--- src/fast_adc_pkg.sv ---
// shared constants and types of the fast converter control block
package fast_adc_pkg;
   // register indexes on the 16-bit result/control port
   localparam logic [3:0] IDX_RESULT_A = 4'h0;
   localparam logic [3:0] IDX_RESULT_H = 4'h7;
   localparam logic [3:0] IDX_CSR = 4'h8;
   localparam logic [3:0] IDX_CCR = 4'h9;
   // reset values
   localparam logic [7:0] CCR_RESET = 8'h00;
   localparam logic [9:0] RESULT_RESET = 10'h000;
   // conversion_control fields
   localparam int CCR_RSVD_BIT = 7;
   localparam int CCR_FAST_BIT = 6;
   localparam int CCR_TRIG_HI = 5;
   localparam int CCR_TRIG_LO = 4;
   localparam int CCR_SCAN_BIT = 3;
   localparam int CCR_DUAL_BIT = 2;
   localparam int CCR_BUF_HI = 1;
   localparam int CCR_BUF_LO = 0;
   // control_status_reg fields
   localparam int CSR_FLAG_BIT = 7;
   localparam int CSR_IRQEN_BIT = 6;
   localparam int CSR_GO_BIT = 5;
   localparam int CSR_CKS_BIT = 4;
   localparam int CSR_GRP_BIT = 3;
   localparam int CSR_CH_HI = 2;
   localparam int CSR_CH_LO = 0;
   // trigger source and buffer chain codes
   localparam logic [1:0] TRIG_SOFTWARE = 2'h0;
   localparam logic [1:0] TRIG_TIMER = 2'h1;
   localparam logic [1:0] BUF_NONE = 2'h0;
   localparam logic [1:0] BUF_AB = 2'h1;
   localparam logic [1:0] BUF_AC_BD = 2'h2;
   localparam logic [1:0] BUF_CHAIN = 2'h3;
   // conversion time in states; one state is one clock
   localparam int CLK_PERIOD_NS = 100;
   localparam int CONV_STATES_FAST = 40;
   localparam int CONV_STATES_SLOW = 80;
   localparam logic [6:0] CONV_CYCLES_FAST = 7'(CONV_STATES_FAST);
   localparam logic [6:0] CONV_CYCLES_SLOW = 7'(CONV_STATES_SLOW);
   localparam int FIFO_DEPTH = 4;
   typedef struct packed {
      logic [2:0] channel;
      logic [9:0] value;
   } sample_type;
endpackage : fast_adc_pkg

--- src/fast_adc_mode_control.sv ---
// control, sequencing and result registers of the fast 10-bit converter
`timescale 1ns/1ns
`default_nettype none
// Overview of operation
// - control register zero on reset and standby
// - top control bit reads zero, write zero
// - fast-start bit picks start mode
// - trigger field: software only, or timer trigger
// - scan bit: single or repeated conversion
// - dual-sample bit enables two-channel sampling
// - buffer chain field selects result shifting
// - mode written with go starts using it
// - clearing go aborts; setting it restarts
// - word read returns 10-bit result, upper 6 bits zero
// - byte read returns result bits 9..2
// - each conversion stores 10 bits per channel
// - select-single holds go then clears it
// - select-single sets done flag at end
// - done flag with enable raises interrupt
// - flag clears by read-one then write-zero
// - select-scan repeats until software clears go
// - scan sets flag, halts if interrupt enabled
// - group-single converts all, clears go, sets flag
// - buffering shifts old result on new store
// - channel field picks one channel or 0..n
// - clock select gives 40 or 80 states
// - group-scan flags each pass, may halt
module fast_adc_mode_control (
   // clock and reset
   input wire logic core_clk_in,
   input wire logic sys_rst_in,
   input wire logic standby_in,
   // register port
   input wire logic bus_sel_in,
   input wire logic bus_wr_in,
   input wire logic bus_byte_in,
   input wire logic [3:0] bus_addr_in,
   input wire logic [15:0] bus_wdata_in,
   output logic [15:0] bus_rdata_out,
   // start trigger from the pulse timer unit
   input wire logic timer_trig_in,
   // analog front end
   output logic conv_start_out,
   output logic [2:0] conv_channel_out,
   output logic fast_start_out,
   output logic dual_sample_out,
   input wire logic sample_valid_in,
   output logic sample_ready_out,
   input wire fast_adc_pkg::sample_type sample_in,
   // interrupt
   output logic done_irq_out
);
   typedef enum {ST_IDLE, ST_CONVERT, ST_AWAIT, ST_HALTED} seq_state_type;

   seq_state_type state_q;
   logic [7:0] ccr_q;
   logic irq_en_q;
   logic go_q;
   logic cks_q;
   logic grp_q;
   logic [2:0] ch_sel_q;
   logic flag_q;
   logic arm_q;
   logic [2:0] cur_ch_q;
   logic [6:0] cnt_q;
   logic [9:0] res_q [8];
   logic init;
   logic csr_wr;
   logic ccr_wr;
   logic bus_rd;
   logic drain_ready;
   logic drain_valid;
   fast_adc_pkg::sample_type drain_data;
   logic drain_fire;
   logic last_ch;
   logic pass_end;
   logic scan;
   logic [1:0] trig_sel;
   logic [1:0] buf_sel;

   function automatic logic is_result(input logic [3:0] idx);
      is_result = (idx <= fast_adc_pkg::IDX_RESULT_H);
   endfunction : is_result

   assign init = sys_rst_in || standby_in;
   assign csr_wr = bus_sel_in && bus_wr_in && (bus_addr_in == fast_adc_pkg::IDX_CSR);
   assign ccr_wr = bus_sel_in && bus_wr_in && (bus_addr_in == fast_adc_pkg::IDX_CCR);
   assign bus_rd = bus_sel_in && !bus_wr_in;
   assign scan = ccr_q[fast_adc_pkg::CCR_SCAN_BIT];
   assign trig_sel = ccr_q[fast_adc_pkg::CCR_TRIG_HI:fast_adc_pkg::CCR_TRIG_LO];
   assign buf_sel = ccr_q[fast_adc_pkg::CCR_BUF_HI:fast_adc_pkg::CCR_BUF_LO];
   // results are not updated in a cycle the master reads one, so a read never tears
   assign drain_ready = !(bus_rd && is_result(bus_addr_in));
   assign drain_fire = drain_valid && drain_ready;
   assign last_ch = !grp_q || (cur_ch_q == ch_sel_q);
   assign pass_end = (state_q == ST_AWAIT) && drain_fire && last_ch;

   ////////////////////////////////////////////////////////////////////////////
   sample_fifo #(
      .WIDTH($bits(fast_adc_pkg::sample_type)),
      .DEPTH(fast_adc_pkg::FIFO_DEPTH)
   ) u_fifo (
      .clk_in(core_clk_in),
      .rst_in(init),
      .in_valid_in(sample_valid_in),
      .in_ready_out(sample_ready_out),
      .in_data_in(sample_in),
      .out_valid_out(drain_valid),
      .out_ready_in(drain_ready),
      .out_data_out(drain_data)
   );

   ////////////////////////////////////////////////////////////////////////////
   // conversion_control
   always_ff @(posedge core_clk_in) begin
      if (init) begin
         ccr_q <= fast_adc_pkg::CCR_RESET;
      end else if (ccr_wr) begin
         // reserved bit is forced low whatever is written
         ccr_q <= {1'b0, bus_wdata_in[6:0]};
      end
   end

   assign fast_start_out = ccr_q[fast_adc_pkg::CCR_FAST_BIT];
   assign dual_sample_out = ccr_q[fast_adc_pkg::CCR_DUAL_BIT];

   // control_status_reg plain fields
   always_ff @(posedge core_clk_in) begin
      if (init) begin
         irq_en_q <= 1'b0;
         cks_q <= 1'b0;
         grp_q <= 1'b0;
         ch_sel_q <= 3'h0;
      end else if (csr_wr) begin
         irq_en_q <= bus_wdata_in[fast_adc_pkg::CSR_IRQEN_BIT];
         cks_q <= bus_wdata_in[fast_adc_pkg::CSR_CKS_BIT];
         grp_q <= bus_wdata_in[fast_adc_pkg::CSR_GRP_BIT];
         ch_sel_q <= bus_wdata_in[fast_adc_pkg::CSR_CH_HI:fast_adc_pkg::CSR_CH_LO];
      end
   end

   // go bit: a software write wins over the hardware clear of the same cycle
   always_ff @(posedge core_clk_in) begin
      if (init) begin
         go_q <= 1'b0;
      end else if (csr_wr) begin
         go_q <= bus_wdata_in[fast_adc_pkg::CSR_GO_BIT];
      end else if (timer_trig_in && trig_sel == fast_adc_pkg::TRIG_TIMER) begin
         go_q <= 1'b1;
      end else if (pass_end && !scan) begin
         go_q <= 1'b0;
      end
   end

   // done flag: clear only after a read that saw it set; a new set wins
   always_ff @(posedge core_clk_in) begin
      if (init) begin
         flag_q <= 1'b0;
         arm_q <= 1'b0;
      end else begin
         if (pass_end) begin
            flag_q <= 1'b1;
         end else if (csr_wr && arm_q && !bus_wdata_in[fast_adc_pkg::CSR_FLAG_BIT]) begin
            flag_q <= 1'b0;
         end
         if (bus_rd && bus_addr_in == fast_adc_pkg::IDX_CSR && flag_q) begin
            arm_q <= 1'b1;
         end else if (csr_wr) begin
            arm_q <= 1'b0;
         end
      end
   end

   always_ff @(posedge core_clk_in) begin
      if (init) begin
         done_irq_out <= 1'b0;
      end else begin
         done_irq_out <= flag_q && irq_en_q;
      end
   end

   ////////////////////////////////////////////////////////////////////////////
   // sequencer
   always_ff @(posedge core_clk_in) begin
      if (init) begin
         state_q <= ST_IDLE;
         cur_ch_q <= 3'h0;
         cnt_q <= 7'h00;
         conv_start_out <= 1'b0;
      end else begin
         conv_start_out <= 1'b0;
         if (!go_q) begin
            state_q <= ST_IDLE;
         end else begin
            unique case (state_q)
               ST_IDLE: begin
                  // fields written together with go are already in place here
                  state_q <= ST_CONVERT;
                  cur_ch_q <= grp_q ? 3'h0 : ch_sel_q;
                  cnt_q <= cks_q ? fast_adc_pkg::CONV_CYCLES_SLOW : fast_adc_pkg::CONV_CYCLES_FAST;
                  conv_start_out <= 1'b1;
               end
               ST_CONVERT: begin
                  cnt_q <= cnt_q - 7'h01;
                  if (cnt_q == 7'h01) begin
                     state_q <= ST_AWAIT;
                  end
               end
               ST_AWAIT: begin
                  if (drain_fire) begin
                     if (!last_ch) begin
                        cur_ch_q <= cur_ch_q + 3'h1;
                        state_q <= ST_CONVERT;
                        cnt_q <= cks_q ? fast_adc_pkg::CONV_CYCLES_SLOW : fast_adc_pkg::CONV_CYCLES_FAST;
                        conv_start_out <= 1'b1;
                     end else if (!scan) begin
                        state_q <= ST_IDLE;
                     end else if (irq_en_q) begin
                        state_q <= ST_HALTED;
                     end else begin
                        state_q <= ST_IDLE;
                     end
                  end
               end
               ST_HALTED: begin
                  if (!flag_q) begin
                     state_q <= ST_IDLE;
                  end
               end
            endcase
         end
      end
   end

   assign conv_channel_out = cur_ch_q;

   ////////////////////////////////////////////////////////////////////////////
   // result registers and buffer chains
   always_ff @(posedge core_clk_in) begin
      if (init) begin
         for (int i = 0; i < 8; i++) begin
            res_q[i] <= fast_adc_pkg::RESULT_RESET;
         end
      end else if (drain_fire) begin
         res_q[drain_data.channel] <= drain_data.value;
         unique case (buf_sel)
            fast_adc_pkg::BUF_NONE: begin
            end
            fast_adc_pkg::BUF_AB: begin
               if (drain_data.channel == 3'h0) begin
                  res_q[1] <= res_q[0];
               end
            end
            fast_adc_pkg::BUF_AC_BD: begin
               if (drain_data.channel == 3'h0) begin
                  res_q[2] <= res_q[0];
               end
               if (drain_data.channel == 3'h1) begin
                  res_q[3] <= res_q[1];
               end
            end
            fast_adc_pkg::BUF_CHAIN: begin
               if (drain_data.channel == 3'h0) begin
                  res_q[1] <= res_q[0];
                  res_q[2] <= res_q[1];
                  res_q[3] <= res_q[2];
               end
            end
         endcase
      end
   end

   ////////////////////////////////////////////////////////////////////////////
   // read data, valid the cycle after the read
   always_ff @(posedge core_clk_in) begin
      if (init) begin
         bus_rdata_out <= 16'h0000;
      end else if (bus_rd) begin
         if (is_result(bus_addr_in)) begin
            if (bus_byte_in) begin
               bus_rdata_out <= {8'h00, res_q[bus_addr_in[2:0]][9:2]};
            end else begin
               bus_rdata_out <= {6'h00, res_q[bus_addr_in[2:0]]};
            end
         end else if (bus_addr_in == fast_adc_pkg::IDX_CSR) begin
            bus_rdata_out <= {8'h00, flag_q, irq_en_q, go_q, cks_q, grp_q, ch_sel_q};
         end else if (bus_addr_in == fast_adc_pkg::IDX_CCR) begin
            bus_rdata_out <= {8'h00, 1'b0, ccr_q[6:0]};
         end else begin
            bus_rdata_out <= 16'h0000;
         end
      end
   end

   ////////////////////////////////////////////////////////////////////////////
   // cycles spent converting, counted apart from the down counter so the check does not lean on it
   logic [6:0] conv_len_q;

   always_ff @(posedge core_clk_in) begin
      if (init || state_q != ST_CONVERT) begin
         conv_len_q <= 7'h00;
      end else begin
         conv_len_q <= conv_len_q + 7'h01;
      end
   end

   AST_CCR_INIT: assert property (@(posedge core_clk_in) init |=> ccr_q == 8'h00)
      else $error("control register not cleared");
   AST_RSVD_READ: assert property (@(posedge core_clk_in) disable iff (init)
      bus_rd && bus_addr_in == fast_adc_pkg::IDX_CCR |=> bus_rdata_out[15:7] == 9'h000)
      else $error("reserved bit read back nonzero");
   AST_TRIG_SW: assert property (@(posedge core_clk_in) disable iff (init)
      !go_q && !csr_wr && timer_trig_in && trig_sel != fast_adc_pkg::TRIG_TIMER |=> !go_q)
      else $error("timer started conversion while not selected");
   AST_ABORT: assert property (@(posedge core_clk_in) disable iff (init)
      csr_wr && !bus_wdata_in[fast_adc_pkg::CSR_GO_BIT] |=> ##1 state_q == ST_IDLE)
      else $error("abort did not stop sequencer");
   AST_SINGLE_END: assert property (@(posedge core_clk_in) disable iff (init)
      pass_end && !scan && !csr_wr |=> !go_q && flag_q)
      else $error("single pass end did not clear go and set flag");
   AST_IRQ: assert property (@(posedge core_clk_in) disable iff (init)
      $rose(flag_q) && irq_en_q && !csr_wr |=> done_irq_out)
      else $error("interrupt not raised");
   AST_FLAG_HOLD: assert property (@(posedge core_clk_in) disable iff (init)
      flag_q && !(csr_wr && arm_q) |=> flag_q)
      else $error("done flag cleared without read then write");
   AST_HALT: assert property (@(posedge core_clk_in) disable iff (init)
      state_q == ST_HALTED && flag_q && go_q |=> state_q == ST_HALTED)
      else $error("scan resumed while flag set");
   AST_CONV_TIME: assert property (@(posedge core_clk_in) disable iff (init)
      state_q == ST_CONVERT && go_q && cnt_q == 7'h01 |->
      conv_len_q == (cks_q ? fast_adc_pkg::CONV_CYCLES_SLOW : fast_adc_pkg::CONV_CYCLES_FAST) - 7'h01)
      else $error("conversion time not 40 or 80 states");
   AST_WORD_READ: assert property (@(posedge core_clk_in) disable iff (init)
      bus_rd && is_result(bus_addr_in) && !bus_byte_in |=> bus_rdata_out[15:10] == 6'h00)
      else $error("word read upper bits not zero");
   AST_GROUP_ORDER: assert property (@(posedge core_clk_in) disable iff (init)
      state_q == ST_AWAIT && go_q && drain_fire && !last_ch |=> cur_ch_q == $past(cur_ch_q) + 3'h1)
      else $error("group pass skipped a channel");
   COV_SINGLE: cover property (@(posedge core_clk_in) pass_end && !scan && !grp_q);
   COV_GROUP_SCAN_HALT: cover property (@(posedge core_clk_in) state_q == ST_HALTED && grp_q);
   COV_CHAIN: cover property (@(posedge core_clk_in) drain_fire && buf_sel == fast_adc_pkg::BUF_CHAIN);
   COV_PAIR: cover property (@(posedge core_clk_in) drain_fire && buf_sel == fast_adc_pkg::BUF_AC_BD);
endmodule : fast_adc_mode_control
`default_nettype wire

--- src/sample_fifo.sv ---
// small fifo between the analog front end and the result registers
`timescale 1ns/1ns
`default_nettype none
module sample_fifo #(
   parameter int WIDTH = 13,
   parameter int DEPTH = 4
) (
   // clock and reset
   input wire logic clk_in,
   input wire logic rst_in,
   // fill side
   input wire logic in_valid_in,
   output logic in_ready_out,
   input wire logic [WIDTH-1:0] in_data_in,
   // drain side
   output logic out_valid_out,
   input wire logic out_ready_in,
   output logic [WIDTH-1:0] out_data_out
);
   localparam int AW = $clog2(DEPTH);
   logic [WIDTH-1:0] mem_q [DEPTH];
   logic [AW-1:0] wptr_q;
   logic [AW-1:0] rptr_q;
   logic [AW:0] count_q;
   logic push;
   logic pop;
   assign push = in_valid_in && in_ready_out;
   assign pop = out_valid_out && out_ready_in;
   assign out_data_out = mem_q[rptr_q];
   assign out_valid_out = (count_q != '0);

   always_ff @(posedge clk_in) begin
      if (push) begin
         mem_q[wptr_q] <= in_data_in;
      end
   end

   always_ff @(posedge clk_in) begin
      if (rst_in) begin
         wptr_q <= '0;
         rptr_q <= '0;
         count_q <= '0;
         in_ready_out <= 1'b1;
      end else begin
         if (push) begin
            wptr_q <= (wptr_q == AW'(DEPTH - 1)) ? '0 : wptr_q + 1'b1;
         end
         if (pop) begin
            rptr_q <= (rptr_q == AW'(DEPTH - 1)) ? '0 : rptr_q + 1'b1;
         end
         // ready is a flop loaded from the next count, so it drops in the cycle the fifo fills and never overruns
         if (push && !pop) begin
            count_q <= count_q + 1'b1;
            in_ready_out <= (count_q != (AW + 1)'(DEPTH - 1));
         end else if (pop && !push) begin
            count_q <= count_q - 1'b1;
            in_ready_out <= 1'b1;
         end
      end
   end
endmodule : sample_fifo
`default_nettype wire

--- config.mk ---
export PLATFORM = sky130hd
export DESIGN_NAME = fast_adc_mode_control
export DESIGN_NICKNAME = d
export VERILOG_FILES = /design/src/fast_adc_pkg.sv /design/src/fast_adc_mode_control.sv /design/src/sample_fifo.sv
export SDC_FILE = /design/constraint.sdc
export NUM_CORES = 1
export LEC_CHECK = 0
export BUFFER_PORTS_ARGS = -buffer_cell sky130_fd_sc_hd__buf_2
export CORE_ASPECT_RATIO = 1.5
export CORE_MARGIN = 4
export CORE_UTILIZATION = 65
export DETAILED_ROUTE_END_ITERATION = 10
export PLACE_DENSITY = 0.81
export SLEW_MARGIN = 20
export SYNTH_ARGS = -nofsm -noshare
export SYNTH_HDL_FRONTEND = slang
export SYNTH_SLANG_ARGS = --single-unit
--- constraint.sdc ---
create_clock -name core_clk_in -period 4.4 [get_ports core_clk_in]
set_input_delay 0.22 -clock core_clk_in [delete_from_list [all_inputs] [get_ports core_clk_in]]
set_output_delay 0.22 -clock core_clk_in [all_outputs]
set_load 0.005 [all_outputs]
==> impl_metrics.toml, run 1 <==
[die]
initial_core_util_pct = 66.8
die-area_um2 = 14800
die_h_um = 147
core_area_um2 = 12500
fp.dieW_um = 101
rows = 50
io_pins = 65

[critical_path]
cp.arrival_ns = 3.62
reg2reg_setup_slack_ns = 0.85
crit_family = "simple AND/OR/NAND/NOR gates"
path_cells = "mux4_2, nor4_4, nand2_1, nor2_1, or3_1"
cp_num_buf_inv = 0
critPathMaxStageDelay_ns = 0.87
crit_required_ns = 4.47
cp_max_fo = 23
crit_slowest_cell = "dfxtp_1"
startpoint_type = "flip-flop"
path_class = "reg2reg"
cp-end-kind = "flip-flop"

[route]
vias_per_cell = 6.42
wire_per_inst_um = 20.9
drt-pass1-iter-count = 5
drtAntennaViolNets = 0
drt_iter0_drc = 513
drc = 0
wl_um = 18300
vias = 5638

[timing]
drv_slew = 0
whs_ns = 0.0187
fmax_mhz = 281
period_minus_slack_ns = 3.55
worst_clock_skew_ns = 0.0155
setup_viol = 0
worstMarginPinSlew_ns = 1.01
relSlewSlack_pct = 32.4
hold_viol_final = 0
tns_ns = 0
rsz0062_at_grt = "false"
finalCritPeriodShare_pct = 80.8

[clocking]
cts-buffers-inserted = 17
post_cts_buffers = 0
clock_latency_ns = 0.42
hold_buffers = 6
htreeDepth = 4
cts.reportedPaths.clkPinSlew_ns = 0.06
cts-root-buf = "clkbuf_16"
cts_buffer_depth = 2
cts_tree = "yes"
cts.repair.resized = 0
cts.sinks = 182

[logic_synthesis]
async_flop_share_pct = 0
syn_area_um2 = 8360
yosys_warnings = 0
synth_cells = 673
synth_ff_type = "edfxtp_1"
synth_cell_type_count = 57
ys_seq_elements = 182
ys_seq_area_share_pct = 59.4
synth_top_area_cell = "edfxtp_1"
synth_area_leaders = "edfxtp_1 47%, dfxtp_1 12%, mux4_2 5.7%"
synth_edf_count = 132
yosysTopAreaCellShare_pct = 47.4
syn_area_per_cell_um2 = 12.4

[global_routing]
grt_pass1_wl_um = 29400
grt_usage_pct = 26.0
antenna_found_initial = 0
grt_pass1_vias = 5763
overflow = 0
grt_max_degree = 45

[layout]
syn_to_final_growth_pct = 11.0
diodes = 0
drive_gt1_share_pct = 18.3
fin_cells = 878
layout.nets = 761

[place]
placement.io_buffers = 50
routabilityCongestion = 0.881
dp_cells = 840
hpwlAfterDp_um = 12900

[outcome]
status = "completed"

[pwr]
power_mw = 3.81
power_density_nw_per_um2 = 410
leakagePower_nw = 3.42
peakVddDrop_v = 0.000376

[job]
max_cap_violations = 0

[hold_path]
worstHoldPathType = "in2reg"
==> cell type report <==
class	count	area, µm²
clock inverters	12	124
well taps	156	195
fillers	826	3240
repair buffers	58	325
multi-input cells	435	3120
flip-flops and latches	182	4960
inverters	15	56.3
clock buffers	20	489
==> worst reg2reg max path, delay by kind of cell, from the launching register on <==
family / cells / cell delay (ns)
flip-flops: 1 / 0.87
multiplexers: 1 / 0.65
AND/OR/NAND/NOR: 4 / 1.69
==> power breakdown <==
part | switching (mW) | total, mW | leakage, nW | internal, mW
clock | 0.666 | 1.55 | 0.303 | 0.882
sequential | 0.0406 | 1.94 | 1.77 | 1.90
combinational | 0.200 | 0.320 | 1.34 | 0.120
total | 0.906 | 3.81 | 3.42 | 2.90
==> metal layers <==
metal	GRT usage [%]	share of wire (%)	up-vias
met3	4.47	6.2	41
met2	47.5	55	257
met4	12.1	3.6	0
met5	0	0	-
li1	-	-	2589
met1	28.7	35	2751
==> cells by family (layout without fill, tap and decap cells) <==
family	Yosys count	in the layout	share of synthesized area [%]
other	1	6	0.0449
and+or+nand+nor	192	192	10.9
AOI/OAI and AO/OA	136	136	10.4
buffers and inverters	61	105	3.46
xor gates and xnor gates	6	6	0.629
DFF	182	182	59.4
adders and majority gates	11	11	1.65
muxes	84	84	13.5
==> per-stage QoR <==
| stage | area (µm²) | setup WS [ns] | utilization, % |
|---|---|---|---|
| after floorplan | 8380 | 2.03 | - |
| after global placement | 8600 | 0.962 | 68.8 |
| after detailed placement | 8600 | 0.809 | 68.8 |
| after CTS | 9280 | 0.821 | 74.1 |
| after global routing | 9280 | 0.436 | 74.1 |
| final | 9280 | 0.847 | 74.1 |
==> synth_stat cells, drive strengths merged (2+ instances only) <==
master,instances
buf,23
nand3,5
or3,6
and2,2
nor4b,2
nand3b,6
mux2,19
inv,15
nor2,85
nand2b,6
a21oi,30
o31a,2
edfxtp,132
a22o,2
or2,2
mux4,21
a2bb2o,9
nor3,17
nand2,40
a31o,2
ha,11
clkbuf,23
o22ai,10
mux2i,44
xnor2,2
a221oi,3
and3,9
and4,2
nor2b,6
a31oi,4
xor2,4
a22oi,18
o211ai,3
dfxtp,50
o31ai,3
o21ai,40
a21o,2
a211oi,2
==> worst paths after layout <==
path / from / to / cells after the start
worst min register to register: bus_rdata_out[1] / bus_rdata_out[1] / 2
worst max register to register: flip-flop / res_q[1][7] / 5
worst min-delay path: sample_in[7] / u_fifo.mem_q[2][7] / 1
worst max-delay path: flip-flop / res_q[1][7] / 5
==> registers in the layout (all words and copies together) (netlist names), 2 cells and up, named ones only <==
| signal | flops |
|---|---|
| res_q | 80 |
| u_fifo.mem_q | 52 |
| bus_rdata_out | 10 |
| ccr_q | 7 |
| cnt_q | 7 |
| ch_sel_q | 3 |
| conv_channel_out | 3 |
| u_fifo.count_q | 3 |
| state_q | 2 |
| u_fifo.rptr_q | 2 |
| u_fifo.wptr_q | 2 |
==> cells in the final DEF (no fill, tap or decap), types with 3 or more instances in the layout <==
cell / count
a21oi_1: 30
a221oi_1: 3
a22oi_1: 18
a2bb2o_1: 9
a31oi_1: 4
and3_1: 9
buf_2: 50
clkbuf_16: 19
conb_1: 6
dfxtp_1: 50
dlygate4sd3_1: 6
edfxtp_1: 132
ha_1: 11
inv_1: 14
inv_6: 6
mux2_2: 19
mux2i_1: 44
mux4_2: 21
nand2_1: 40
nand2b_1: 6
nand3_1: 5
nand3b_1: 6
nor2_1: 85
nor2b_1: 6
nor3_1: 16
o211ai_1: 3
o21ai_0: 29
o21ai_1: 11
o22ai_1: 10
o31ai_1: 3
or3_1: 6
xor2_1: 4
(Power assumes the default switching activity.)
==> run 2: changes to the inputs <==
--- a/config.mk
+++ b/config.mk
@@ -5,12 +5,13 @@
 export SDC_FILE = /design/constraint.sdc
 export NUM_CORES = 1
 export LEC_CHECK = 0
+export ABC_AREA = 1
 export BUFFER_PORTS_ARGS = -buffer_cell sky130_fd_sc_hd__buf_2
 export CORE_ASPECT_RATIO = 1.5
 export CORE_MARGIN = 4
-export CORE_UTILIZATION = 65
+export CORE_UTILIZATION = 54
 export DETAILED_ROUTE_END_ITERATION = 10
-export PLACE_DENSITY = 0.81
+export PLACE_DENSITY = 0.72
 export SLEW_MARGIN = 20
 export SYNTH_ARGS = -nofsm -noshare
 export SYNTH_HDL_FRONTEND = slang
==> constraint.sdc (replaced) <==
create_clock -name core_clk_in -period 3.1 [get_ports core_clk_in]
set_input_delay 0.155 -clock core_clk_in [delete_from_list [all_inputs] [get_ports core_clk_in]]
set_output_delay 0.155 -clock core_clk_in [all_outputs]
set_load 0.005 [all_outputs]
==> impl_metrics.toml, run 2 <==
[outcome]
status = "completed"

[die]
fp.dieW_um = 112
die_h_um = 164
die-area_um2 = 18300
rows = 56
io_pins = 65
core_area_um2 = 15800
initial_core_util_pct = 55.2

[route]
dr.max_layer_used = "met4"
wl_um = 19600
vias = 6661
wl_met3_um = 948
dr_wl_met2_um = 10100
drc = 0
met1_length_um = 8070
wire_per_inst_um = 15.9
drtAntennaViolNets = 0
vias_per_cell = 5.42
drt-pass1-iter-count = 5
drt_iter0_drc = 551

[clocking]
cts-root-buf = "clkbuf_16"
cts-buffers-inserted = 17
cts_buffer_depth = 2
htreeDepth = 4
cts.reportedPaths.clkPinSlew_ns = 0.07
cts_tree = "yes"
post_cts_buffers = 0
cts.sinks = 182
clock_latency_ns = 0.44

[timing]
drv_slew = 0
worst_clock_skew_ns = 0.0152
worstMarginPinSlew_ns = 0.647
rsz0062_at_grt = "false"
tns_ns = 0
hold_viol_final = 0
finalCritPeriodShare_pct = 77.5
whs_ns = 0.0190
fmax_mhz = 416
setup_viol = 0
relSlewSlack_pct = 56.6
period_minus_slack_ns = 2.40

[place]
placement.io_buffers = 50
hpwlAfterDp_um = 14000
routabilityCongestion = 0.869

[layout]
register_area_um2 = 4960
multiInputGateArea_um2 = 3140
diodes = 0
final_common_cell = "nand2_1"
reg_top3 = "res_q: 80 flops, u_fifo.mem_q: 52 flops, bus_rdata_out: 10 flops"
regMostFlops = "res_q"
drive_gt1_share_pct = 12.5
final_cell_mix = "231 x nand2_1, 132 x edfxtp_1, 100 x nor2_1"
syn_to_final_growth_pct = 12.2
layout.nets = 1065
fill_cells = 1368
largest_reg_flops = 80

[global_routing]
grt_usage_pct = 21.9
grt_pass1_vias = 6275
grt_max_degree = 36
overflow = 0
antenna_found_initial = 0
grt_pass1_wl_um = 31800

[logic_synthesis]
synth_area_leaders = "edfxtp_1 46%, dfxtp_1 11%, nand2_1 10%"
syn_area_per_cell_um2 = 9.10
yosysTopAreaCellShare_pct = 45.5
async_flop_share_pct = 0
ys_seq_elements = 182
synth_cell_type_count = 43
synth_edf_count = 132
ys_seq_area_share_pct = 57.0
synth_commonest_cells = "231 x nand2_1, 132 x edfxtp_1, 100 x nor2_1"
synth_cells = 957
syn_area_um2 = 8710
synth_top_area_cell = "edfxtp_1"
synth_ff_type = "edfxtp_1"
yosysMostFrequentCell = "nand2_1"
yosys_warnings = 0

[pwr]
p_int_mw = 3.98
power.share.switching_pct = 26.1
p_sw_mw = 1.41
seqPwrFrac_pct = 50.9
pwr-share-clk_pct = 38.3
power_density_nw_per_um2 = 552
leakagePower_nw = 4.03
comb_power_share_pct = 10.8
peakVddDrop_v = 0.000413

[critical_path]
path_class = "reg2reg"
cp.arrival_ns = 2.47
startpoint_type = "flip-flop"
cp_max_fo = 26
crit_family = "simple AND/OR/NAND/NOR gates"
crit_slowest_cell = "dfxtp_1"
cp-end-kind = "flip-flop"
path_cells = "buf_4, nand2_1, nand3_1, nand2_1, nor2_1, buf_4, nand2_4, nor3_4, nor2_1, nand3_1"
crit_required_ns = 3.17
cp_num_buf_inv = 2
critPathMaxStageDelay_ns = 0.38

[hold_path]
hp-start = "bus_wdata_in[2]"
worstHoldPathType = "in2reg"

[job]
max_cap_violations = 0
run 2: changes by cell type after synthesis, sizes merged, moves of 18 or more:
cell / delta
nand3: +71
nand2: +200
nor2: +22
mux4: -21
mux2i: -42
o21ai: +23
inv: +79
a21oi: +22
mux2: -19
a22oi: -18
run 2: cell type report:
type | count | share of cell area (%)
clock buffer | 21 | 4.83
timing repair buffer | 75 | 4.82
clock inverter | 11 | 0.948
sequential | 182 | 50.8
tap | 203 | 2.60
multi-input combinational | 640 | 32.2
inverter | 97 | 3.78
run 2: worst paths after layout:
check                     endpoint  slack (ns)  depth (start not counted)
hold reg to reg   bus_rdata_out[2]        0.47                          2
setup / recovery       res_q[3][2]        0.70                         10
setup reg to reg       res_q[3][2]        0.70                         10
hold / removal            ccr_q[2]        0.02                          3
run 2: worst min-delay path: stages:
cell	delay [ns]
buf_2	0.11
nand3_1	0.08
a21oi_1	0.06
run 2: metal layers:
metal,vias to the layer above,global-route usage (%)
met1,3081,26.3
met2,207,39.5
met4,0,8.36
met5,-,0
li1,3341,-
met3,32,3.19
run 2: metrics by stage:
step	util (%)	worst slack, ns	cell area, µm²	cells	power [mW]
after floorplan	-	1.26	8720	962	3.18
after global placement	57.5	0.765	9070	1184	3.35
after detailed placement	57.5	0.717	9070	1184	3.36
after CTS	61.9	0.675	9770	1229	5.41
after global routing	61.9	0.434	9770	1229	5.58
final	61.9	0.698	9770	1229	5.39
run 2: power by group through the flow:
stage	clock, mW	sequential (mW)	combinational (mW)
floorplan	0	2.78	0.401
finish	2.06	2.74	0.583
global placement	0	2.79	0.559
detailed placement	0	2.79	0.569
global route	2.18	2.75	0.651
CTS	2.08	2.74	0.585
run 2: logic make-up after synthesis:
| group | synth area share [%] |
|---|---|
| adder cells (fa/ha/maj) | 1.58 |
| multiplexers | 0.230 |
| XOR/XNOR | 0.604 |
| buffers and inverters | 7.09 |
| flip-flops | 57.0 |
| other | 0.0431 |
| AND/OR/NAND/NOR | 23.1 |
| AO/OA/AOI/OAI | 10.4 |
run 2: timing repair:
item,4_1_cts,5_1_grt
endpoints found under the hold margin,52,0
gates resized for setup,0,0
hold buffers,13,0
